<file path="src/rtl/tbc_pkg.sv">
// Constants, carriers and helpers for the contactless Type B frame codec.
// Assumes every count is made in cycles of the recovered carrier, not of mclk.
package tbc_pkg;

    // ----------------------------------------------------------------
    // Link timing, in carrier cycles
    // ----------------------------------------------------------------
    localparam int ETU_CARRIER = 128;
    localparam int SC_CARRIER = 16;
    localparam int CHAR_BITS = 10;
    localparam int DELIM_LOW_ETU = 10;
    localparam int SOF_HIGH_MIN_ETU = 2;
    localparam int SOF_HIGH_MAX_ETU = 3;
    localparam int ANS_HIGH_ETU = 2;
    localparam int GAP_MAX_ETU = 3;
    localparam int QUIET_SC = 128;
    localparam int PREAMBLE_SC = 128;

    localparam int CW = 12;
    typedef logic [CW-1:0] tbc_cnt_t;

    localparam tbc_cnt_t ETU_LAST = CW'(ETU_CARRIER - 1);
    localparam tbc_cnt_t SAMPLE_PT = CW'(ETU_CARRIER / 2 - 1);
    localparam tbc_cnt_t LOW_MIN = CW'(DELIM_LOW_ETU * ETU_CARRIER - ETU_CARRIER / 2);
    localparam tbc_cnt_t LOW_MAX = CW'(DELIM_LOW_ETU * ETU_CARRIER + ETU_CARRIER / 2);
    localparam tbc_cnt_t HIGH_MIN = CW'(SOF_HIGH_MIN_ETU * ETU_CARRIER - ETU_CARRIER / 2);
    localparam tbc_cnt_t HIGH_MAX = CW'(SOF_HIGH_MAX_ETU * ETU_CARRIER + ETU_CARRIER / 2);
    localparam tbc_cnt_t GAP_MAX = CW'(GAP_MAX_ETU * ETU_CARRIER);
    localparam tbc_cnt_t EOF_RESUME = CW'((CHAR_BITS - 1) * ETU_CARRIER + ETU_CARRIER / 2);
    localparam tbc_cnt_t QUIET_LAST = CW'(QUIET_SC * SC_CARRIER - 1);
    localparam tbc_cnt_t PREAMBLE_LAST = CW'(PREAMBLE_SC * SC_CARRIER - 1);
    localparam tbc_cnt_t DELIM_ZERO_LAST = CW'(DELIM_LOW_ETU * ETU_CARRIER - 1);
    localparam tbc_cnt_t DELIM_LAST = CW'((DELIM_LOW_ETU + ANS_HIGH_ETU) * ETU_CARRIER - 1);
    localparam logic [3:0] STOP_BIT_IDX = 4'(CHAR_BITS - 1);

    // ----------------------------------------------------------------
    // Frame check
    // ----------------------------------------------------------------
    localparam logic [15:0] CRC_PRESET = 16'hFFFF;
    localparam logic [15:0] CRC_POLY = 16'h8408;
    localparam logic [15:0] CRC_GOOD = 16'hF0B8;

    // ----------------------------------------------------------------
    // Carriers and states
    // ----------------------------------------------------------------
    typedef struct packed {
        logic valid;
        logic last;
        logic [7:0] data;
    } tbc_tx_byte_t;

    typedef struct packed {
        logic valid;
        logic [7:0] data;
    } tbc_rx_byte_t;

    typedef enum logic [2:0] {
        RX_IDLE = 3'h0,
        RX_SOF_LOW = 3'h1,
        RX_SOF_HIGH = 3'h3,
        RX_CHAR = 3'h2,
        RX_GAP = 3'h6,
        RX_EOF_LOW = 3'h7
    } tbc_rx_state_t;

    typedef enum logic [2:0] {
        TX_IDLE = 3'h0,
        TX_QUIET = 3'h1,
        TX_PREAMBLE = 3'h3,
        TX_SOF = 3'h2,
        TX_CHAR = 3'h6,
        TX_CRC = 3'h7,
        TX_EOF = 3'h5,
        TX_TAIL = 3'h4
    } tbc_tx_state_t;

    // Reflected CRC-16 step over one byte, preset outside
    function automatic logic [15:0] tbc_crc_byte(input logic [15:0] crc, input logic [7:0] data);
        logic [15:0] c;
        c = crc ^ {8'h00, data};
        for (int i = 0; i < 8; i++)
        begin
            c = c[0] ? ((c >> 1) ^ CRC_POLY) : (c >> 1);
        end
        return c;
    endfunction

    function automatic logic [9:0] tbc_char(input logic [7:0] data);
        return {1'b1, data, 1'b0};
    endfunction

endpackage

</file>
<file path="src/rtl/tbc_codec.sv">
// Frame codec of a passive Type B tag: request receiver and answer sender.
// Assumes the analog front end gives the demodulated request level and the recovered
// carrier as asynchronous pins, and takes the load modulation drive back.
`timescale 1ns/10ps
module tbc_codec
(
    input wire logic mclk,
    input wire logic rst,
    input wire logic carrier_in,
    input wire logic rx_demod,
    input wire tbc_pkg::tbc_tx_byte_t tx_byte,
    output logic tx_ready,
    output logic tx_busy,
    output logic load_mod,
    output tbc_pkg::tbc_rx_byte_t rx_byte,
    output logic rx_frame_ok,
    output logic rx_frame_bad
);
    import tbc_pkg::*;

    // ----------------------------------------------------------------
    // Pin synchronisers and carrier edge enable
    // ----------------------------------------------------------------
    logic carr_s1;
    logic carr_s2;
    logic carr_s3;
    logic rxd_s1;
    logic rxd_s2;
    logic cen;

    always_ff @(posedge mclk or posedge rst)
    begin
        if (rst)
        begin
            carr_s1 <= 1'b0;
            carr_s2 <= 1'b0;
            carr_s3 <= 1'b0;
            rxd_s1 <= 1'b1;
            rxd_s2 <= 1'b1;
        end
        else
        begin
            carr_s1 <= carrier_in;
            carr_s2 <= carr_s1;
            carr_s3 <= carr_s2;
            rxd_s1 <= rx_demod;
            rxd_s2 <= rxd_s1;
        end
    end

    // One carrier cycle is one enable; every link time counts these
    assign cen = carr_s2 & ~carr_s3;

    // ----------------------------------------------------------------
    // Request line edges
    // ----------------------------------------------------------------
    logic rx_lvl;
    logic rx_fall;
    logic rx_rise;

    always_ff @(posedge mclk or posedge rst)
    begin
        if (rst)
        begin
            rx_lvl <= 1'b1;
        end
        else if (cen)
        begin
            rx_lvl <= rxd_s2;
        end
    end

    assign rx_fall = cen & rx_lvl & ~rxd_s2;
    assign rx_rise = cen & ~rx_lvl & rxd_s2;

    // ----------------------------------------------------------------
    // Request receiver
    // ----------------------------------------------------------------
    tbc_tx_state_t tx_state;
    tbc_rx_state_t rx_state;
    tbc_cnt_t rx_cnt;
    logic [3:0] rx_bitn;
    logic [7:0] rx_sh;
    logic [15:0] rx_crc;
    logic [1:0] rx_nbytes;

    always_ff @(posedge mclk or posedge rst)
    begin
        if (rst)
        begin
            rx_state <= RX_IDLE;
            rx_cnt <= '0;
            rx_bitn <= '0;
            rx_sh <= '0;
            rx_crc <= CRC_PRESET;
            rx_nbytes <= '0;
            rx_byte <= '0;
            rx_frame_ok <= 1'b0;
            rx_frame_bad <= 1'b0;
        end
        else
        begin
            rx_byte.valid <= 1'b0;
            rx_frame_ok <= 1'b0;
            rx_frame_bad <= 1'b0;
            if (cen)
            begin
                case (rx_state)
                    RX_IDLE:
                    begin
                        // The line is ignored while the tag itself is answering
                        if (rx_fall && tx_state == TX_IDLE)
                        begin
                            rx_cnt <= '0;
                            rx_state <= RX_SOF_LOW;
                        end
                    end
                    RX_SOF_LOW:
                    begin
                        rx_cnt <= rx_cnt + 1'b1;
                        if (rx_rise)
                        begin
                            rx_cnt <= '0;
                            rx_state <= (rx_cnt >= LOW_MIN && rx_cnt <= LOW_MAX) ? RX_SOF_HIGH : RX_IDLE;
                        end
                        else if (rx_cnt > LOW_MAX)
                        begin
                            rx_state <= RX_IDLE;
                        end
                    end
                    RX_SOF_HIGH:
                    begin
                        rx_cnt <= rx_cnt + 1'b1;
                        if (rx_fall)
                        begin
                            rx_cnt <= '0;
                            rx_bitn <= '0;
                            rx_crc <= CRC_PRESET;
                            rx_nbytes <= '0;
                            rx_state <= (rx_cnt >= HIGH_MIN) ? RX_CHAR : RX_IDLE;
                        end
                        else if (rx_cnt > HIGH_MAX)
                        begin
                            rx_state <= RX_IDLE;
                        end
                    end
                    RX_CHAR:
                    begin
                        if (rx_cnt == ETU_LAST)
                        begin
                            rx_cnt <= '0;
                            rx_bitn <= rx_bitn + 1'b1;
                        end
                        else
                        begin
                            rx_cnt <= rx_cnt + 1'b1;
                        end
                        // Bits are sampled mid-unit, bit zero first
                        if (rx_cnt == SAMPLE_PT)
                        begin
                            if (rx_bitn == 4'h0)
                            begin
                                if (rxd_s2)
                                begin
                                    rx_frame_bad <= 1'b1;
                                    rx_state <= RX_IDLE;
                                end
                            end
                            else if (rx_bitn == STOP_BIT_IDX)
                            begin
                                if (rxd_s2)
                                begin
                                    rx_byte.valid <= 1'b1;
                                    rx_byte.data <= rx_sh;
                                    rx_crc <= tbc_crc_byte(rx_crc, rx_sh);
                                    rx_nbytes <= (rx_nbytes == 2'h2) ? rx_nbytes : rx_nbytes + 1'b1;
                                    rx_cnt <= '0;
                                    rx_state <= RX_GAP;
                                end
                                else if (rx_sh == 8'h00)
                                begin
                                    // Low through the stop bit: this is the end delimiter
                                    rx_cnt <= EOF_RESUME;
                                    rx_state <= RX_EOF_LOW;
                                end
                                else
                                begin
                                    rx_frame_bad <= 1'b1;
                                    rx_state <= RX_IDLE;
                                end
                            end
                            else
                            begin
                                rx_sh <= {rxd_s2, rx_sh[7:1]};
                            end
                        end
                    end
                    RX_GAP:
                    begin
                        rx_cnt <= rx_cnt + 1'b1;
                        if (rx_fall)
                        begin
                            rx_cnt <= '0;
                            rx_bitn <= '0;
                            rx_state <= RX_CHAR;
                        end
                        else if (rx_cnt >= GAP_MAX)
                        begin
                            rx_frame_bad <= 1'b1;
                            rx_state <= RX_IDLE;
                        end
                    end
                    RX_EOF_LOW:
                    begin
                        rx_cnt <= rx_cnt + 1'b1;
                        if (rx_rise)
                        begin
                            rx_state <= RX_IDLE;
                            // Only a clean end and a good residue release the command
                            if (rx_cnt >= LOW_MIN && rx_nbytes == 2'h2 && rx_crc == CRC_GOOD)
                            begin
                                rx_frame_ok <= 1'b1;
                            end
                            else
                            begin
                                rx_frame_bad <= 1'b1;
                            end
                        end
                        else if (rx_cnt > LOW_MAX)
                        begin
                            rx_frame_bad <= 1'b1;
                            rx_state <= RX_IDLE;
                        end
                    end
                    default:
                    begin
                        rx_state <= RX_IDLE;
                    end
                endcase
            end
        end
    end

    // ----------------------------------------------------------------
    // Answer permission: only a good request may be answered
    // ----------------------------------------------------------------
    logic armed;

    always_ff @(posedge mclk or posedge rst)
    begin
        if (rst)
        begin
            armed <= 1'b0;
        end
        else if (rx_frame_ok)
        begin
            armed <= 1'b1;
        end
        else if (rx_frame_bad || tx_state != TX_IDLE)
        begin
            armed <= 1'b0;
        end
    end

    // ----------------------------------------------------------------
    // Answer sender
    // ----------------------------------------------------------------
    tbc_cnt_t tx_cnt;
    logic [3:0] sc_cnt;
    logic [9:0] tx_sh;
    logic [3:0] tx_bitn;
    logic tx_last;
    logic [15:0] tx_crc;
    logic tx_crc_hi;
    logic tx_bit;
    logic tx_mod;
    logic tx_char_end;

    assign tx_char_end = (tx_state == TX_SOF) ? (tx_cnt == DELIM_LAST)
                       : (tx_cnt == ETU_LAST && tx_bitn == STOP_BIT_IDX);

    always_ff @(posedge mclk or posedge rst)
    begin
        if (rst)
        begin
            tx_state <= TX_IDLE;
            tx_cnt <= '0;
            sc_cnt <= '0;
            tx_sh <= '0;
            tx_bitn <= '0;
            tx_last <= 1'b0;
            tx_crc <= CRC_PRESET;
            tx_crc_hi <= 1'b0;
            tx_bit <= 1'b1;
            tx_mod <= 1'b0;
            tx_ready <= 1'b0;
        end
        else
        begin
            tx_ready <= 1'b0;
            if (tx_state == TX_IDLE)
            begin
                if (armed && tx_byte.valid)
                begin
                    tx_cnt <= '0;
                    tx_last <= 1'b0;
                    tx_crc <= CRC_PRESET;
                    tx_state <= TX_QUIET;
                end
            end
            else if (cen)
            begin
                if (tx_mod)
                begin
                    sc_cnt <= sc_cnt + 1'b1;
                end
                tx_cnt <= tx_cnt + 1'b1;
                case (tx_state)
                    TX_QUIET:
                    begin
                        if (tx_cnt == QUIET_LAST)
                        begin
                            tx_cnt <= '0;
                            sc_cnt <= '0;
                            tx_bit <= 1'b1;
                            tx_mod <= 1'b1;
                            tx_state <= TX_PREAMBLE;
                        end
                    end
                    TX_PREAMBLE:
                    begin
                        if (tx_cnt == PREAMBLE_LAST)
                        begin
                            tx_cnt <= '0;
                            tx_bit <= 1'b0;
                            tx_state <= TX_SOF;
                        end
                    end
                    TX_SOF, TX_CHAR, TX_CRC:
                    begin
                        if (tx_state == TX_SOF && tx_cnt == DELIM_ZERO_LAST)
                        begin
                            tx_bit <= 1'b1;
                        end
                        else if (tx_state != TX_SOF && tx_cnt == ETU_LAST && !tx_char_end)
                        begin
                            tx_cnt <= '0;
                            tx_bitn <= tx_bitn + 1'b1;
                            tx_sh <= tx_sh >> 1;
                            tx_bit <= tx_sh[1];
                        end
                        if (tx_char_end)
                        begin
                            tx_cnt <= '0;
                            tx_bitn <= '0;
                            tx_bit <= 1'b0;
                            if (tx_state != TX_CRC && !tx_last && tx_byte.valid)
                            begin
                                tx_sh <= tbc_char(tx_byte.data);
                                tx_crc <= tbc_crc_byte(tx_crc, tx_byte.data);
                                tx_last <= tx_byte.last;
                                tx_ready <= 1'b1;
                                tx_state <= TX_CHAR;
                            end
                            else if (tx_state != TX_CRC)
                            begin
                                tx_sh <= tbc_char(~tx_crc[7:0]);
                                tx_crc_hi <= 1'b0;
                                tx_state <= TX_CRC;
                            end
                            else if (!tx_crc_hi)
                            begin
                                tx_sh <= tbc_char(~tx_crc[15:8]);
                                tx_crc_hi <= 1'b1;
                            end
                            else
                            begin
                                tx_state <= TX_EOF;
                            end
                        end
                    end
                    TX_EOF:
                    begin
                        if (tx_cnt == DELIM_ZERO_LAST)
                        begin
                            tx_bit <= 1'b1;
                        end
                        if (tx_cnt == DELIM_LAST)
                        begin
                            tx_cnt <= '0;
                            tx_mod <= 1'b0;
                            tx_state <= TX_TAIL;
                        end
                    end
                    TX_TAIL:
                    begin
                        if (tx_cnt == QUIET_LAST)
                        begin
                            tx_cnt <= '0;
                            tx_state <= TX_IDLE;
                        end
                    end
                    default:
                    begin
                        tx_mod <= 1'b0;
                        tx_state <= TX_IDLE;
                    end
                endcase
            end
        end
    end

    // ----------------------------------------------------------------
    // Load modulation: subcarrier, phase inverted for a zero bit
    // ----------------------------------------------------------------
    always_ff @(posedge mclk or posedge rst)
    begin
        if (rst)
        begin
            load_mod <= 1'b0;
            tx_busy <= 1'b0;
        end
        else
        begin
            load_mod <= tx_mod & (sc_cnt[3] ^ ~tx_bit);
            tx_busy <= (tx_state != TX_IDLE);
        end
    end

endmodule

</file>
<file path="config.mk">
export PLATFORM = sky130hd
export DESIGN_NAME = tbc_codec
export DESIGN_NICKNAME = d
export VERILOG_FILES = /design/src/rtl/tbc_pkg.sv /design/src/rtl/tbc_codec.sv
export SDC_FILE = /design/constraint.sdc
export NUM_CORES = 1
export LEC_CHECK = 0
export ABC_AREA = 1
export ABC_CLOCK_PERIOD_IN_PS = 4100
export BUFFER_PORTS_ARGS = -buffer_cell sky130_fd_sc_hd__buf_2
export CELL_PAD_IN_SITES_DETAIL_PLACEMENT = 1
export CELL_PAD_IN_SITES_GLOBAL_PLACEMENT = 1
export CORE_MARGIN = 2
export CORE_UTILIZATION = 30
export CTS_BUF_LIST = sky130_fd_sc_hd__clkbuf_4 sky130_fd_sc_hd__clkbuf_8
export DETAILED_ROUTE_END_ITERATION = 8
export PLACE_DENSITY_LB_ADDON = 0.08
export SETUP_SLACK_MARGIN = 0.5
export SLEW_MARGIN = 20
export SYNTH_ARGS = -nofsm -noshare
export SYNTH_HDL_FRONTEND = slang
export SYNTH_SLANG_ARGS = --single-unit
</file>
<file path="constraint.sdc">
create_clock -name mclk -period 4.1 [get_ports mclk]
set_clock_uncertainty 0.1 [all_clocks]
set_input_delay 0.205 -clock mclk [delete_from_list [all_inputs] [get_ports mclk]]
set_output_delay 0.205 -clock mclk [all_outputs]
set_load 0.005 [all_outputs]
</file>
Yosys cells after proc, flatten, opt, wreduce, memory -nomap -nowiden --
Index checks and enable logic that the tools add are counted.
Word-level totals: memories kept 0, input port bits 14, RAM bits 0, register bits after elaboration 119, ROM bits 0, logic and storage cells 322, latch bits 0
Cells by class: order comparisons 6, $mul 0, reductions and logical operators 49, multiplexer cells 145, bitwise logic cells 36, divide/modulo/power cells 0, shifts and indexed selects 0, add/sub/neg operators 6, equality and inequality tests 50
Operators with widths (number):
- 2-to-1 mux 16 bit | 27
- 2-to-1 mux 12 bit | 17
- 2-to-1 mux 3 bit | 25
- 2-to-1 mux 10 bit | 6
- one-hot mux 12 bit (5 select lines) | 1
- 2-to-1 mux 9 bit | 6
- inverter 2 -> 3 bit | 16
- 2-to-1 mux 1 bit | 38
- == test 12 x 11 -> 1 bit (second input constant) | 3
- one-hot mux 12 bit (3 select lines) | 1
- 2-to-1 mux 4 bit | 8
- one-hot mux 16 bit (2 select lines) | 1
- bitwise XOR 16 x 8 -> 16 bit | 2
- != test 3 bit (second input constant) | 10
- != test 2 bit (second input constant) | 13
- AND reduction 5 bit | 5
- adder 12 x 1 -> 12 bit (second input constant) | 2
- == test 12 x 7 -> 1 bit (second input constant) | 2
- AND reduction 7 bit | 3
- == test 3 bit (second input constant) | 6
- one-hot mux 3 bit (6 select lines) | 1
- == test 16 bit (second input constant) | 1
- 2-to-1 mux 2 bit | 8
- inverter 8 bit | 2
- other kinds (43) | 88

Longest topological paths before layout --
depth after elaboration 22, depth in mapped cells 13, gate-level depth less buffers 12

Worst setup path before layout --
Ideal clock, no wire load.
kind register to register, start reg rx_cnt[0], end reg rx_sh[4], stages on the path, launching flop included 12, slack 2.273 ns, arrival time 1.609 ns, required time 3.882 ns, path through dfrtp_1 > ha_1 > nand2_1 > nor2_1 > nand2_1 > inv_2 > nand4_1 > or2_1 > buf_2 > buf_6 > nand2_1 > o21ai_2
On the way: cells in the longest elaborated chain, start to end 2
RTL lines:
- start, declared | RTL line tbc_codec.sv:81 | tbc_cnt_t rx_cnt;
- start signal, assigned | RTL line tbc_codec.sv:120 | rx_cnt <= rx_cnt + 1'b1;
- start signal, assigned | RTL line tbc_codec.sv:133 | rx_cnt <= rx_cnt + 1'b1;
- start signal, assigned | RTL line tbc_codec.sv:156 | rx_cnt <= rx_cnt + 1'b1;
- == test 12 x 6 -> 1 bit | RTL line tbc_codec.sv:159 | if (rx_cnt == SAMPLE_PT)
- AND reduction 5 bit (no line)
- end signal, assigned | RTL line tbc_codec.sv:194 | rx_sh <= {rxd_s2, rx_sh[7:1]};
- end, declared | RTL line tbc_codec.sv:83 | logic [7:0] rx_sh;
Every way passes these cells. A chain may end at the register's enable or synchronous reset.

Worst setup path after layout --
start reg tx_cnt[0], end reg tx_crc[0]
On the way: cells in the longest elaborated chain, start to end 5, elaborated cells on any way between the ends 6, classes of those cells 2 x eq/ne; 1 x mux; 3 x reduce/logical
RTL lines:
- start, declared | RTL line tbc_codec.sv:268 | tbc_cnt_t tx_cnt;
- start signal, assigned | RTL line tbc_codec.sv:317 | tx_cnt <= tx_cnt + 1'b1;
- == test 12 x 7 -> 1 bit | RTL line tbc_codec.sv:280 | : (tx_cnt == ETU_LAST && tx_bitn == STOP_BIT_IDX);
- logical AND 1 bit | RTL line tbc_codec.sv:280
- 2-to-1 mux 1 bit * | RTL line tbc_codec.sv:279 | assign tx_char_end = (tx_state == TX_SOF) ? (tx_cnt == DELIM_LAST)
- nonzero test 2 bit (no line) *
- AND reduction 5 bit (no line) *
- end signal, assigned | RTL line tbc_codec.sv:360 | tx_crc <= tbc_crc_byte(tx_crc, tx_byte.data);
- end, declared | RTL line tbc_codec.sv:273 | logic [15:0] tx_crc;
Every way passes the cells marked *; elsewhere a longest branch is shown, timed or not.

==> flow_summary.ini <==
[clocking]
clkSlewWorstSetupHoldPaths_ns = 0.08
clock-sinks = 118
cts_tree = done
cts-buffers-inserted = 17
root_buffer = clkbuf_8
cts.htree.levels = 4
cts_resized = 0
holdBufCountCts = 4
postCtsSetupBuffers = 0
clock_latency_ns = 0.45
clockBufferDepth = 2

[finish]
multi_input_area_sq_mm = 0.00357
stdcell_area_sq_mm = 0.00805
nets = 1037
drive_gt1_share_pct = 14.1
syn_to_final_growth_pct = 12.2
seq_area_sq_mm = 0.00300
final_cells = 1345
fillers = 2926
num_antenna_cells = 0

[critical_path]
cp-end-kind = flip-flop
cpPeakStageDelay_ns = 0.43
crit_fanout = 21
crit_family = simple AND/OR/NAND/NOR gates
cp.arrival_ns = 3.13
crit_buf_inv = 1
cp.required_ns = 4.39
cp_common_cell = nand2_1
critPathLaunchType = flip-flop
path_cells = ha_1, nand2_1, nor2_4, nand3_1, nand2_1, nand3_1, nand2_1, nand2_1, inv_2, o21ai_1, nand2_1
slowest_stage = nand3_1
crit_type = reg2reg

[detailed_routing]
wl_microns = 19900
wl_met3_microns = 349
ant_nets = 0
route.vias.total = 6165
m1WireLength_microns = 9910
drc = 0
routed.top_layer = met4
wl_met2_microns = 9470
avgViaCountPerCell = 4.58
firstDrtPassIters = 4
post_drt_wl_per_cell_microns = 14.8
drt-initial-drc-count = 260

[die]
dieArea_sq_mm = 0.0252
initial_core_util_pct = 30.6
die-width_microns = 159
rows = 56
die_h_microns = 159
core_area_sq_mm = 0.0235
ios = 28

[global_route]
grt_pass1_wl_microns = 34100
grt_pass1_vias = 6547
antenna_found_initial = 0
grt_overflow = 0
grt_max_degree = 73
grt_usage_pct = 17.4

[yosys]
syn_nets = 1005
synth-edff-count = 0
synth-seq-cells = 118
synthTopCellsByCount = nand2_1 (311), inv_1 (113), nor2_1 (84), dfrtp_1 (82), nand3_1 (76)
syn_inst = 981
mappedNetlistArea_sq_mm = 0.00717
synth_area_leaders = dfrtp_1 (29%), nand2_1 (16%), dfstp_2 (13%)
synth_flop_cell = dfrtp_1
synthDominantCellAreaShare_pct = 28.6
yosys.area.top_type = dfrtp_1
synth_area_per_cell_sq_um = 7.31
ys_seq_area_share_pct = 41.8
ys_async_sr_fraction_pct = 100
yosysWarnings = 0
yosys.cell_types.count = 47
synth_most_common_cell = nand2_1

[sta]
slew_violations = 0
maxSlewHeadroom_pct = 39.2
setup_viol = 0
tightest_slew_ns = 0.912
timing.hold.ws_ns = 0.0500
finalCritPeriodShare_pct = 69.3
rsz0062_at_grt = no
fin_setup_tns_ns = 0
fmax_mhz = 352
final_hold_viol_count = 0
finalCriticalPeriod_ns = 2.84

[placement]
port_buffers = 27
placed_cell_area_sq_mm = 0.00760
numPlacedInstances = 1309
place_hpwl_microns = 14700
place.gp.congestion = 0.759

[status]
status = finished clean

[power_and_ir_drop]
p_leak_nw = 3.94
vdd_drop_max_mv = 0.187
powerDensity_mw_per_mm2 = 363

[hold_path]
hold_path_class = in2reg

[flow_run]
maxCapViolations = 0
worst paths after layout:
path	to	startpoint	depth (start not counted)	slack [ns]
worst max-delay path	tx_crc[0]	tx_cnt[0]	11	1.26
worst max register to register	tx_crc[0]	tx_cnt[0]	11	1.26
min in group asynchronous	sc_cnt[1]	rst	3	0.42
worst min register to register	carr_s2	carr_s1	0	0.25
max in group asynchronous	rx_crc[3]	rst	4	2.52
worst min-delay path	tx_sh[6]	tx_byte[5]	5	0.05
layout make-up:
class | count | area share, %
Multi-Input combinational cell | 717 | 44.4
Clock buffer | 17 | 2.91
Inverter | 126 | 5.94
Timing Repair Buffer | 33 | 2.36
Sequential cell | 118 | 37.3
Tap cell | 319 | 4.96
Clock inverter | 15 | 2.18
cells in the final DEF (no fill, tap or decap), types with 10 or more instances in the layout:
master    Yosys  routed
nand3_1      76      76
clkbuf_8      0      17
inv_1       113     112
inv_2        11      11
nand4_1      14      14
xor2_1       17      17
dfrtp_1      82      82
nor3_1       11      11
nor2_1       84      84
ha_1         10      10
dfstp_2      36      36
o21ai_0      64      64
xnor2_1      22      22
o21ai_1      20      20
nand2_1     311     311
a21oi_1      23      23
buf_2         8      27
routing by layer:
metal  track usage [%]  vias up
met5                 0        -
met4              4.50        0
met3              3.13        9
met2              29.2       37
met1              23.2     2933
li1                  -     3186
through the flow:
stage               power [W]  setup WS (ns)  utilization [%]
floorplan             0.00167          0.725                -
global placement      0.00181           1.25             32.4
detailed placement    0.00181           1.18             32.4
CTS                   0.00298           1.19             34.3
global route          0.00311          0.784             34.3
finish                0.00292           1.26             34.3
worst min-delay path: stages:
cell and delay [ns]:
buf_2 0.10, nand2_1 0.05, o21ai_0 0.08, nand2_1 0.06, nand3_1 0.07
sequential cells by signal, summed over array words and instances, names as in the netlist, 2 cells and up, named ones only:
name and count:
sc_cnt 4, rx_state 3, rx_crc 16, tx_crc 16, tx_bitn 4, rx_cnt 12, tx_cnt 12, rx_bitn 4
tx_state 2, rx_nbytes 2, tx_sh 9, rx_byte 9, rx_sh 8
cell families after synthesis:
kind of cell / synth area share [%]
simple gates: 32.6
buf+inv: 8.39
compound gates: 10.4
flops: 41.8
xor+xnor: 4.76
fa+ha+maj: 1.74
mux: 0.279
where the power goes:
group / switching, W / internal [W] / leakage [nW]
combinational: 0.000335 / 0.000152 / 2.34
clock: 0.000539 / 0.000602 / 0.203
sequential: 0.0000557 / 0.00124 / 1.40
total: 0.000930 / 0.00199 / 3.94
(Power assumes the default switching activity.)
